**config.mk**
```make
export PLATFORM = sky130hd
export DESIGN_NAME = stlpc_ctrl
export DESIGN_NICKNAME = d
export VERILOG_FILES = /design/src/stlpc_pkg.sv /design/src/stlpc_ctrl.sv
export SDC_FILE = /design/constraint.sdc
export NUM_CORES = 1
export LEC_CHECK = 0
export ABC_CLOCK_PERIOD_IN_PS = 4500
export BUFFER_PORTS_ARGS = -buffer_cell sky130_fd_sc_hd__buf_2
export CAP_MARGIN = 5
export CORE_MARGIN = 2
export CORE_UTILIZATION = 60
export CTS_CLUSTER_SIZE = 10
export DETAILED_ROUTE_END_ITERATION = 8
export PLACE_DENSITY = 0.83
export SYNTH_ARGS = -nofsm -noshare
export SYNTH_HDL_FRONTEND = slang
export SYNTH_SLANG_ARGS = --single-unit
```
**constraint.sdc**
```tcl
create_clock -name pclk -period 4.5 [get_ports pclk]
set_clock_uncertainty 0.05 [all_clocks]
set_input_delay 0.45 -clock pclk [delete_from_list [all_inputs] [get_ports pclk]]
set_output_delay 0.45 -clock pclk [all_outputs]
set_load 0.05 [all_outputs]
```
**src/stlpc_pkg.sv**
```systemverilog
// Purpose: Shared constants for the serdes transmit level and power controller
// Assumes: APB register window of 4 KB, one 32-bit word per register
// Notes:   Lane registers sit in 16-byte slots from the lane base upward
package stlpc_pkg;
	// Global register byte offsets
	localparam logic [11:0] OFF_LINK_CTL2  = 12'h000;
	localparam logic [11:0] OFF_LINK_CTL   = 12'h004;
	localparam logic [11:0] OFF_LINK_STS2  = 12'h008;
	localparam logic [11:0] OFF_SERDES_CFG = 12'h00c;
	localparam logic [11:0] OFF_QUAD_CTL   = 12'h010;
	localparam logic [11:0] OFF_PORT_EN    = 12'h014;
	localparam logic [11:0] OFF_MARGIN_STS = 12'h018;
	localparam logic [11:0] OFF_LANE_BASE  = 12'h040;
	// Word slot inside a lane block
	localparam logic [1:0]  SLOT_TXA       = 2'h0;
	localparam logic [1:0]  SLOT_TXB       = 2'h1;
	localparam logic [1:0]  SLOT_RXEQ      = 2'h2;
	// Field positions
	localparam int          SDE_BIT        = 3;
	localparam int          CDE_BIT        = 4;
	localparam int          VALID_BIT      = 1;
	localparam int          QDEEP_BIT      = 1;
	localparam int          COMP_BIT       = 3;
	localparam int          USED_LSB       = 8;
	localparam int          BOOST_LSB      = 8;
	localparam int          LSG2_LSB       = 4;
	localparam int          FDC_LSB        = 8;
	localparam int          EQB_LSB        = 4;
	// Margin codes
	localparam logic [2:0]  MARGIN_NORMAL  = 3'h0;
	localparam logic [2:0]  MARGIN_MAX     = 3'h5;
	// Margin swing in mV, index 0 is the highest level
	localparam logic [4:0][9:0] MV_FULL = {10'h0c8, 10'h12c, 10'h1f4, 10'h2bc, 10'h384};
	localparam logic [4:0][9:0] MV_LOW  = {10'h064, 10'h0c8, 10'h12c, 10'h190, 10'h1f4};
	// Reset values
	localparam logic [4:0]  RST_LVL        = 5'h0f;
	localparam logic [1:0]  RST_BOOST      = 2'h1;
	localparam logic [3:0]  RST_LSG        = 4'h7;
	localparam logic [2:0]  RST_FDC        = 3'h0;
	localparam logic [3:0]  RST_EQ         = 4'h0;
	// Drive level source and lane power states
	typedef enum logic [1:0] {SRC_REG, SRC_LOWSWING, SRC_MARGIN} stlpc_src_type;
	typedef enum logic [1:0] {PS_P0, PS_P1, PS_P2, PS_DEEP} stlpc_pstate_type;
endpackage : stlpc_pkg

```
**src/stlpc_ctrl.sv**
```systemverilog
// Purpose: Transmit swing source, low-swing, rx equalizer and lane power control
// Assumes: One quad of lanes, ltssm status inputs synchronous to pclk
// Notes:   Drive outputs are registered, one cycle behind the deciding state
`timescale 1ns/1ps

// Operation
// (RULE1) Non-normal margin field makes hardware set swing, lane level registers ignored.
// (RULE2) Margin levels 900..200 mV full swing, 500..100 mV low swing.
// (RULE3) In compliance, swing from margin, de-emphasis chosen by the ltssm.
// (RULE4) Entering compliance applies full or low swing margin values per mode.
// (RULE5) Per-lane amplitude boost stays in force during margining.
// (RULE6) New margin waits until ltssm passes a margin-update state.
// (RULE7) Software should retrain the link after changing the margin.
// (RULE8) Low-swing enable bit switches transmitter to roughly half swing.
// (RULE9) Merged ports need low-swing enable set in both serdes.
// (RULE10) Low swing forces de-emphasis off and marks de-emphasis status invalid.
// (RULE11) Low swing level comes from gen1 or gen2 field, codes rise monotonically.
// (RULE12) Each lane has rx equalizer zero and boost controls.
// (RULE13) Disabled wide port puts its quad in deep low power.
// (RULE14) Disabled narrow port lanes go deep; quad deep when all lanes disabled.
// (RULE15) Enabled port: quad on, only detected lanes active, rest powered down.
// (RULE16) Lanes dropped by width reduction sit in P1, idle, termination on.
// (RULE17) Each return to detect re-evaluates which lanes are used.
// (RULE18) Quad power-down bit powers down the whole quad.
// (RULE19) Low swing ignores fine and coarse de-emphasis controls.
// (RULE20) Applied margin held apart, loaded only on allowed training state.
module stlpc_ctrl #(
	parameter int LANES = 4
) (
	input  wire  logic                                   pclk,
	input  wire  logic                                   presetn,
	input  wire  logic                                   psel,
	input  wire  logic                                   penable,
	input  wire  logic                                   pwrite,
	input  wire  logic [11:0]                            paddr,
	input  wire  logic [31:0]                            pwdata,
	output logic       [31:0]                            prdata,
	output logic                                         pready,
	output logic                                         pslverr,
	input  wire  logic                                   ltssm_compliance,
	input  wire  logic                                   ltssm_margin_upd,
	input  wire  logic                                   ltssm_detect,
	input  wire  logic                                   ltssm_deemph_6db,
	input  wire  logic                                   link_up,
	input  wire  logic                                   gen2,
	input  wire  logic [LANES-1:0]                       lane_detected,
	input  wire  logic [LANES-1:0]                       lane_active,
	output logic                                         link_retrain,
	output stlpc_pkg::stlpc_src_type    [LANES-1:0]      lane_drive_src,
	output logic       [LANES-1:0][4:0]                  lane_drive_level,
	output logic       [LANES-1:0][1:0]                  lane_amp_boost,
	output logic       [9:0]                             tx_margin_mv,
	output logic                                         deemph_on,
	output logic                                         deemph_6db,
	output logic       [LANES-1:0][3:0]                  lane_rx_eq_zero,
	output logic       [LANES-1:0][3:0]                  lane_rx_eq_boost,
	output stlpc_pkg::stlpc_pstate_type [LANES-1:0]      lane_pstate,
	output logic       [LANES-1:0]                       lane_tx_elec_idle,
	output logic       [LANES-1:0]                       lane_rx_term_en,
	output logic                                         quad_deep_low,
	output logic                                         quad_power_down
);
	typedef struct packed {
		logic [2:0]                          tx_margin_field;
		logic                                selectable_deemph_field;
		logic                                compliance_or_current_deemph_field;
		logic                                low_swing_enable_bit;
		logic                                quad_power_down_bit;
		logic [LANES-1:0]                    port_en;
		logic [LANES-1:0][1:0]               tx_amplitude_boost;
		logic [LANES-1:0][4:0]               level;
		logic [LANES-1:0][3:0]               low_swing_level_gen1;
		logic [LANES-1:0][3:0]               low_swing_level_gen2;
		logic [LANES-1:0][2:0]               fine_deemph;
		logic [LANES-1:0][3:0]               rx_eq_zero_ctl;
		logic [LANES-1:0][3:0]               rx_eq_boost_ctl;
		logic [2:0]                          margin_app;
		logic                                comp_q;
		logic [LANES-1:0]                    used;
		logic                                retrain;
		logic [31:0]                         rdata;
		logic                                err;
		stlpc_pkg::stlpc_src_type [LANES-1:0] src;
		logic [LANES-1:0][4:0]               drv;
		logic [9:0]                          mv;
		logic                                deemph_on;
		logic                                deemph_6db;
		stlpc_pkg::stlpc_pstate_type [LANES-1:0] pst;
		logic                                qdeep;
	} stlpc_state_type;

	localparam stlpc_state_type RST = '{
		port_en:              {LANES{1'b1}},
		tx_amplitude_boost:   {LANES{stlpc_pkg::RST_BOOST}},
		level:                {LANES{stlpc_pkg::RST_LVL}},
		low_swing_level_gen1: {LANES{stlpc_pkg::RST_LSG}},
		low_swing_level_gen2: {LANES{stlpc_pkg::RST_LSG}},
		fine_deemph:          {LANES{stlpc_pkg::RST_FDC}},
		rx_eq_zero_ctl:       {LANES{stlpc_pkg::RST_EQ}},
		rx_eq_boost_ctl:      {LANES{stlpc_pkg::RST_EQ}},
		src:                  '{default: stlpc_pkg::SRC_REG},
		pst:                  '{default: stlpc_pkg::PS_DEEP},
		default:              '0
	};

	stlpc_state_type r;
	stlpc_state_type next_r;
	logic            margin_load;
	logic            margin_on;
	logic [1:0]      rl;
	logic [1:0]      wl;

	// True for an aligned word inside an implemented lane slot
	function automatic logic stlpc_lane_hit(input logic [11:0] a);
		return (a[11:6] == stlpc_pkg::OFF_LANE_BASE[11:6]) && (int'(a[5:4]) < LANES)
			&& (a[3:2] != 2'h3) && (a[1:0] == 2'h0);
	endfunction : stlpc_lane_hit

	// Margin code to swing; reserved codes clamp to the lowest level
	function automatic logic [9:0] stlpc_margin_mv(input logic [2:0] code, input logic low);
		logic [2:0] idx;
		idx = (code == stlpc_pkg::MARGIN_NORMAL) ? 3'h0 :
			(code > stlpc_pkg::MARGIN_MAX) ? 3'h4 : code - 3'h1;
		return low ? stlpc_pkg::MV_LOW[idx] : stlpc_pkg::MV_FULL[idx];
	endfunction : stlpc_margin_mv

	assign rl = paddr[5:4];
	assign wl = paddr[5:4];

	// Next state: register file, margin holding, drive source and lane power
	always_comb
	begin
		next_r = r;
		next_r.retrain = 1'b0;
		// Read data is latched in the setup cycle so the access cycle needs no wait
		if (psel && !penable)
		begin
			next_r.rdata = '0;
			next_r.err = 1'b0;
			case (paddr)
				stlpc_pkg::OFF_LINK_CTL2:
				begin
					next_r.rdata[2:0] = r.tx_margin_field;
					next_r.rdata[stlpc_pkg::SDE_BIT] = r.selectable_deemph_field;
					next_r.rdata[stlpc_pkg::CDE_BIT] = r.compliance_or_current_deemph_field;
				end
				stlpc_pkg::OFF_LINK_CTL: next_r.rdata = '0;
				stlpc_pkg::OFF_LINK_STS2:
				begin
					next_r.rdata[0] = r.deemph_6db;
					// (RULE10) status invalid
					next_r.rdata[stlpc_pkg::VALID_BIT] = !r.low_swing_enable_bit;
				end
				stlpc_pkg::OFF_SERDES_CFG: next_r.rdata[0] = r.low_swing_enable_bit;
				stlpc_pkg::OFF_QUAD_CTL:
				begin
					next_r.rdata[0] = r.quad_power_down_bit;
					next_r.rdata[stlpc_pkg::QDEEP_BIT] = r.qdeep;
				end
				stlpc_pkg::OFF_PORT_EN:
				begin
					next_r.rdata[LANES-1:0] = r.port_en;
					next_r.rdata[stlpc_pkg::USED_LSB +: LANES] = r.used;
				end
				stlpc_pkg::OFF_MARGIN_STS:
				begin
					next_r.rdata[2:0] = r.margin_app;
					next_r.rdata[stlpc_pkg::COMP_BIT] = r.comp_q;
				end
				default:
				begin
					if (stlpc_lane_hit(paddr))
					begin
						case (paddr[3:2])
							stlpc_pkg::SLOT_TXA:
							begin
								next_r.rdata[4:0] = r.level[rl];
								next_r.rdata[stlpc_pkg::BOOST_LSB +: 2] = r.tx_amplitude_boost[rl];
							end
							stlpc_pkg::SLOT_TXB:
							begin
								next_r.rdata[3:0] = r.low_swing_level_gen1[rl];
								next_r.rdata[stlpc_pkg::LSG2_LSB +: 4] = r.low_swing_level_gen2[rl];
								next_r.rdata[stlpc_pkg::FDC_LSB +: 3] = r.fine_deemph[rl];
							end
							default:
							begin
								next_r.rdata[3:0] = r.rx_eq_zero_ctl[rl];
								next_r.rdata[stlpc_pkg::EQB_LSB +: 4] = r.rx_eq_boost_ctl[rl];
							end
						endcase
					end
					else
						next_r.err = 1'b1;
				end
			endcase
		end
		// Writes land at the access edge; unmapped and read-only words drop them
		if (psel && penable && pwrite && !r.err)
		begin
			case (paddr)
				stlpc_pkg::OFF_LINK_CTL2:
				begin
					next_r.tx_margin_field = pwdata[2:0];
					next_r.selectable_deemph_field = pwdata[stlpc_pkg::SDE_BIT];
					next_r.compliance_or_current_deemph_field = pwdata[stlpc_pkg::CDE_BIT];
				end
				stlpc_pkg::OFF_LINK_CTL: next_r.retrain = pwdata[0];
				stlpc_pkg::OFF_SERDES_CFG: next_r.low_swing_enable_bit = pwdata[0];
				stlpc_pkg::OFF_QUAD_CTL: next_r.quad_power_down_bit = pwdata[0];
				stlpc_pkg::OFF_PORT_EN: next_r.port_en = pwdata[LANES-1:0];
				default:
				begin
					if (stlpc_lane_hit(paddr))
					begin
						case (paddr[3:2])
							stlpc_pkg::SLOT_TXA:
							begin
								next_r.level[wl] = pwdata[4:0];
								next_r.tx_amplitude_boost[wl] = pwdata[stlpc_pkg::BOOST_LSB +: 2];
							end
							stlpc_pkg::SLOT_TXB:
							begin
								next_r.low_swing_level_gen1[wl] = pwdata[3:0];
								next_r.low_swing_level_gen2[wl] = pwdata[stlpc_pkg::LSG2_LSB +: 4];
								next_r.fine_deemph[wl] = pwdata[stlpc_pkg::FDC_LSB +: 3];
							end
							default:
							begin
								// (RULE12) rx equalizer pair
								next_r.rx_eq_zero_ctl[wl] = pwdata[3:0];
								next_r.rx_eq_boost_ctl[wl] = pwdata[stlpc_pkg::EQB_LSB +: 4];
							end
						endcase
					end
				end
			endcase
		end
		// (RULE6) (RULE20) deferred margin load
		// (RULE4) load on compliance entry
		next_r.comp_q = ltssm_compliance;
		margin_load = ltssm_margin_upd || (ltssm_compliance && !r.comp_q);
		if (margin_load)
			next_r.margin_app = r.tx_margin_field;
		// (RULE1) (RULE3) margin takes over
		margin_on = (next_r.margin_app != stlpc_pkg::MARGIN_NORMAL) || ltssm_compliance;
		// (RULE2) margin swing table
		next_r.mv = stlpc_margin_mv(next_r.margin_app, r.low_swing_enable_bit);
		// (RULE10) (RULE19) de-emphasis forced off
		next_r.deemph_on = !r.low_swing_enable_bit;
		next_r.deemph_6db = r.low_swing_enable_bit ? 1'b0 :
			(ltssm_compliance ? ltssm_deemph_6db : !r.selectable_deemph_field);
		// (RULE17) used lanes re-sampled in detect
		if (ltssm_detect)
			next_r.used = lane_detected;
		// (RULE13) (RULE14) quad deep when no lane enabled
		next_r.qdeep = ~|r.port_en;
		for (int i = 0; i < LANES; i++)
		begin
			// (RULE8) (RULE11) drive level source
			if (margin_on)
			begin
				next_r.src[i] = stlpc_pkg::SRC_MARGIN;
				next_r.drv[i] = {2'h0, next_r.margin_app};
			end
			else if (r.low_swing_enable_bit)
			begin
				next_r.src[i] = stlpc_pkg::SRC_LOWSWING;
				next_r.drv[i] = {1'b0, gen2 ? r.low_swing_level_gen2[i] : r.low_swing_level_gen1[i]};
			end
			else
			begin
				next_r.src[i] = stlpc_pkg::SRC_REG;
				next_r.drv[i] = r.level[i];
			end
			// (RULE18) explicit quad power-down
			// (RULE14) disabled lane deep
			// (RULE15) undetected lane off
			// (RULE16) width-reduced lane in P1
			if (r.quad_power_down_bit || next_r.qdeep || !r.port_en[i])
				next_r.pst[i] = stlpc_pkg::PS_DEEP;
			else if (!r.used[i])
				next_r.pst[i] = stlpc_pkg::PS_P2;
			else if (link_up && !lane_active[i])
				next_r.pst[i] = stlpc_pkg::PS_P1;
			else
				next_r.pst[i] = stlpc_pkg::PS_P0;
		end
	end

	// Single state register
	always_ff @(posedge pclk or negedge presetn)
	begin
		if (!presetn)
			r <= RST;
		else
			r <= next_r;
	end

	// Zero-wait APB answer; error flag was set in the setup cycle
	assign pready = 1'b1;
	assign pslverr = psel && penable && r.err;
	assign prdata = r.rdata;
	assign link_retrain = r.retrain;
	assign lane_drive_src = r.src;
	assign lane_drive_level = r.drv;
	// (RULE5) boost kept under margin
	assign lane_amp_boost = r.tx_amplitude_boost;
	assign tx_margin_mv = r.mv;
	assign deemph_on = r.deemph_on;
	assign deemph_6db = r.deemph_6db;
	assign lane_rx_eq_zero = r.rx_eq_zero_ctl;
	assign lane_rx_eq_boost = r.rx_eq_boost_ctl;
	assign lane_pstate = r.pst;
	assign quad_deep_low = r.qdeep;
	assign quad_power_down = r.quad_power_down_bit;

	// Idle transmitter except in P0; termination stays on in P0 and P1
	always_comb
	begin
		for (int i = 0; i < LANES; i++)
		begin
			lane_tx_elec_idle[i] = (r.pst[i] != stlpc_pkg::PS_P0);
			lane_rx_term_en[i] = (r.pst[i] == stlpc_pkg::PS_P0) || (r.pst[i] == stlpc_pkg::PS_P1);
		end
	end
endmodule : stlpc_ctrl

```
==> flow_results.xml <==
<?xml version="1.0" encoding="UTF-8"?>
<metrics>
  <group name="outcome">
    <metric name="outcome" unit="">finished clean</metric>
  </group>
  <group name="clocking">
    <metric name="cts-root-to-sink-buffers" unit="">2</metric>
    <metric name="ctsResizeCount" unit="">0</metric>
    <metric name="tritoncts" unit="">yes</metric>
    <metric name="cts.hold.buffers_added" unit="">0</metric>
    <metric name="cts_inserted_buffers" unit="">17</metric>
    <metric name="cts_htree_levels" unit="">4</metric>
    <metric name="cts_post_setup_buffers_inserted" unit="">0</metric>
    <metric name="cts.sink_count" unit="">178</metric>
    <metric name="path_clk_slew" unit="ps">60</metric>
    <metric name="clk_latency" unit="ps">420</metric>
    <metric name="library_cell_used_as_clock_root_buffer" unit="">sky130_fd_sc_hd__clkbuf_16</metric>
  </group>
  <group name="power">
    <metric name="power.internal" unit="mW">2.55</metric>
    <metric name="leak_pwr" unit="nW">4.82</metric>
    <metric name="power_frac_comb" unit="">0.069</metric>
    <metric name="cellPowerDensity" unit="mW/mm²">335</metric>
    <metric name="power.share.switching" unit="">0.240</metric>
    <metric name="power.ir.vdd_worst" unit="µV">273</metric>
    <metric name="sequentialPowerShare" unit="">0.484</metric>
    <metric name="clkPwrFrac" unit="">0.448</metric>
    <metric name="switching_power_of_the_nets" unit="mW">0.804</metric>
    <metric name="fin_total_pwr" unit="mW">3.35</metric>
  </group>
  <group name="synthesis">
    <metric name="mean_syn_cell_area" unit="µm²">12.0</metric>
    <metric name="synth_top_family_by_area" unit="">multiplexers</metric>
    <metric name="synth_mux_area_frac" unit="">0.235</metric>
    <metric name="synth.lib_cells_used.distinct" unit="">64</metric>
    <metric name="synth-compound-area-share" unit="">0.0648</metric>
    <metric name="yosysWarningCount" unit="">0</metric>
    <metric name="synth_enable_flop_cells" unit="">0</metric>
    <metric name="synth.yosys.seq_area_share" unit="">0.483</metric>
    <metric name="yosys.area_share.adder" unit="">0.00535</metric>
    <metric name="postSynth.topFlopCell" unit="">sky130_fd_sc_hd__dfrtp_1</metric>
    <metric name="xor_xnor_fraction_of_synth_area" unit="">0.000935</metric>
    <metric name="synth-seq-cells" unit="">178</metric>
    <metric name="post_synth_instance_area" unit="mm²">0.00936</metric>
    <metric name="synth-simple-area-share" unit="">0.0893</metric>
    <metric name="synthesis.instances" unit="">781</metric>
    <metric name="async_flop_share" unit="">1.00</metric>
  </group>
  <group name="timing">
    <metric name="min_period_over_period" unit="">0.650</metric>
    <metric name="layout_min_cycle_time" unit="ps">2930</metric>
    <metric name="hold_ws" unit="ps">49.3</metric>
    <metric name="setup_viol_count_final" unit="">0</metric>
    <metric name="timing.max_slew.rel_slack" unit="">0.231</metric>
    <metric name="max_clk_rate" unit="GHz">0.342</metric>
    <metric name="post-route-worst-setup-slack" unit="ps">1580</metric>
    <metric name="setup_repair_after_global_routing_missed_its_margin" unit="">no</metric>
    <metric name="final-max-slew-violation-count" unit="">0</metric>
    <metric name="final-hold-violation-count" unit="">0</metric>
    <metric name="finalSetupTns" unit="ps">0</metric>
    <metric name="tightest_slew" unit="ps">1150</metric>
  </group>
  <group name="worst_setup_path">
    <metric name="worst_setup_path_end_kind" unit="">flip-flop</metric>
    <metric name="arrival" unit="ps">3150</metric>
    <metric name="reg2reg_depth" unit="">6</metric>
    <metric name="critical_path.max_stage_delay" unit="ps">640</metric>
    <metric name="path_class" unit="">flip-flop to flip-flop</metric>
    <metric name="timing.rr.end" unit="">lane_drive_level[3]$_DFF_PN0_</metric>
    <metric name="timing.critical_path.from_type" unit="">flip-flop</metric>
    <metric name="timing.rr.start" unit="">r[87]$_DFF_PN0_</metric>
    <metric name="worst_path_required" unit="ps">4730</metric>
    <metric name="crit_chain" unit="">nor2b_2, nor2_1, mux2i_1, ha_1, nand3_1, a211oi_1</metric>
    <metric name="ff2ff_setup_slack" unit="ps">1580</metric>
    <metric name="crit_path_max_fanout" unit="">21</metric>
    <metric name="cp_slowest_cell" unit="">sky130_fd_sc_hd__nand3_1</metric>
  </group>
  <group name="route">
    <metric name="wl_per_cell" unit="µm">20.1</metric>
    <metric name="drt-pass1-iter-count" unit="">7</metric>
    <metric name="postRouteWirelength" unit="µm">20400</metric>
    <metric name="detailedRoute.firstIterationViolations" unit="">529</metric>
    <metric name="ant_nets" unit="">0</metric>
    <metric name="drt_drc_violations_left" unit="">0</metric>
    <metric name="vias_per_cell" unit="">5.92</metric>
    <metric name="vias" unit="">6031</metric>
  </group>
  <group name="grt">
    <metric name="grt_pass1_wl" unit="µm">31500</metric>
    <metric name="largest_net_degree_at_the_start_of_global_routing" unit="">99</metric>
    <metric name="grtUsageTotal" unit="">0.250</metric>
    <metric name="overflow" unit="">0</metric>
    <metric name="initial_antenna_violation_count" unit="">0</metric>
    <metric name="first_global_vias" unit="">5741</metric>
  </group>
  <group name="placed_design">
    <metric name="gp_congestion" unit="">0.865</metric>
    <metric name="pre_cts_slack" unit="ps">1420</metric>
    <metric name="placedCellCount" unit="">987</metric>
    <metric name="placedInstanceArea" unit="mm²">0.00939</metric>
    <metric name="port_bufs" unit="">151</metric>
    <metric name="hpwlAfterDp" unit="µm">13700</metric>
  </group>
  <group name="finish">
    <metric name="layout.cells.most_common" unit="">sky130_fd_sc_hd__buf_2</metric>
    <metric name="layout.nets" unit="">885</metric>
    <metric name="layout.cells.non_filler" unit="">1019</metric>
    <metric name="area_overhead_of_the_layout_relative_to_synthesis" unit="%">6.78</metric>
    <metric name="drive_above_1_share" unit="">0.456</metric>
    <metric name="postLayoutCoreUtil" unit="">0.658</metric>
    <metric name="fillers" unit="">1130</metric>
    <metric name="final_instance_area" unit="mm²">0.0100</metric>
    <metric name="most-common-layout-cells" unit="">sky130_fd_sc_hd__buf_2 (150), sky130_fd_sc_hd__dfrtp_1 (122), sky130_fd_sc_hd__mux2_2 (84)</metric>
    <metric name="antenna-diode-count" unit="">0</metric>
  </group>
  <group name="floorplan">
    <metric name="fp.dieH" unit="µm">129</metric>
    <metric name="fp.dieW" unit="µm">129</metric>
    <metric name="fp.dieArea" unit="mm²">0.0166</metric>
    <metric name="initial_utilization" unit="">0.616</metric>
    <metric name="placement_rows" unit="">45</metric>
    <metric name="ios" unit="">196</metric>
    <metric name="placeableCoreArea" unit="mm²">0.0152</metric>
  </group>
  <group name="job">
    <metric name="max_cap_viol_count" unit="">0</metric>
  </group>
  <group name="min_path">
    <metric name="hold_path.class" unit="">input port to asynchronous set/reset pin</metric>
  </group>
</metrics>
## layer usage
layer	global-route usage	part of all wire
met5	0	0
met4	0.113	0.031
met3	0.0482	0.064
met2	0.396	0.49
met1	0.339	0.42
## area by class of cell
cell class	count	area, µm²	area share
multi-input cells	454	3790	0.379
inverters	14	52.6	0.00526
flip-flops and latches	178	4520	0.453
repair buffers	153	790	0.0790
clock inverters	10	121	0.0121
clock buffers	22	485	0.0486
well taps	188	235	0.0235
## synthesized netlist by cell type, types with 9 or more instances
cell type	number	area share
sky130_fd_sc_hd__mux2_4	10	0.016
sky130_fd_sc_hd__mux2_1	29	0.035
sky130_fd_sc_hd__o21ai_0	32	0.017
sky130_fd_sc_hd__dfstp_2	56	0.16
sky130_fd_sc_hd__buf_4	124	0.099
sky130_fd_sc_hd__mux4_2	23	0.055
sky130_fd_sc_hd__inv_1	14	0.0056
sky130_fd_sc_hd__clkbuf_1	23	0.0092
sky130_fd_sc_hd__nor3_1	10	0.0053
sky130_fd_sc_hd__nor2b_1	9	0.0060
sky130_fd_sc_hd__nor2_1	38	0.015
sky130_fd_sc_hd__dfrtp_1	122	0.33
sky130_fd_sc_hd__and2_1	9	0.0060
sky130_fd_sc_hd__mux2_2	84	0.10
sky130_fd_sc_hd__mux2i_1	26	0.028
sky130_fd_sc_hd__nand2_1	35	0.014
sky130_fd_sc_hd__a21oi_1	30	0.016
## worst max-delay path: cells and delay by family (launching register included)
family | cells | cell delay, ps
AOI/OAI and AO/OA | 1 | 580
adders and majority gates | 1 | 350
DFF | 1 | 420
muxes | 1 | 390
and+or+nand+nor | 3 | 990
## how the worst max path moves through the flow
stage,endpoint,slack [ps],startpoint
2_1_floorplan,tx_margin_mv[4]$_DFF_PN0_,1880,ltssm_margin_upd
3_3_place_gp,tx_margin_mv[6]$_DFF_PN0_,1540,ltssm_compliance
3_5_place_dp,lane_drive_level[15]$_DFF_PN0_,1420,ltssm_compliance
4_1_cts,lane_drive_level[5]$_DFF_PN0_,1610,r[87]$_DFF_PN0_
5_1_grt,tx_margin_mv[6]$_DFF_PN0_,1370,r[87]$_DFF_PN0_
6_report,lane_drive_level[3]$_DFF_PN0_,1580,r[87]$_DFF_PN0_
## cells by family after synthesis
family	count (synthesis)
muxes	172
and+or+nand+nor	154
xor gates and xnor gates	1
adders and majority gates	4
other	2
DFF	178
buffers and inverters	170
AOI/OAI and AO/OA	100
## power by group through the flow
stage | Clock (mW) | Sequential [mW] | Combinational [mW]
4_1_cts | 1.52 | 1.62 | 0.231
3_3_place_gp | 0 | 1.65 | 0.228
3_5_place_dp | 0 | 1.65 | 0.230
2_1_floorplan | 0 | 1.65 | 0.166
5_1_grt | 1.58 | 1.62 | 0.248
6_report | 1.50 | 1.62 | 0.231
## state kept, by name, indices dropped and copies added, names as in the netlist, 2 cells and up
register	flops
lane_pstate	8
lane_drive_level	20
tx_margin_mv	8
lane_rx_eq_boost	16
lane_rx_eq_zero	16
lane_amp_boost	8
lane_drive_src	2
prdata	12
r	83
Power figures use the tool's default switching activity.
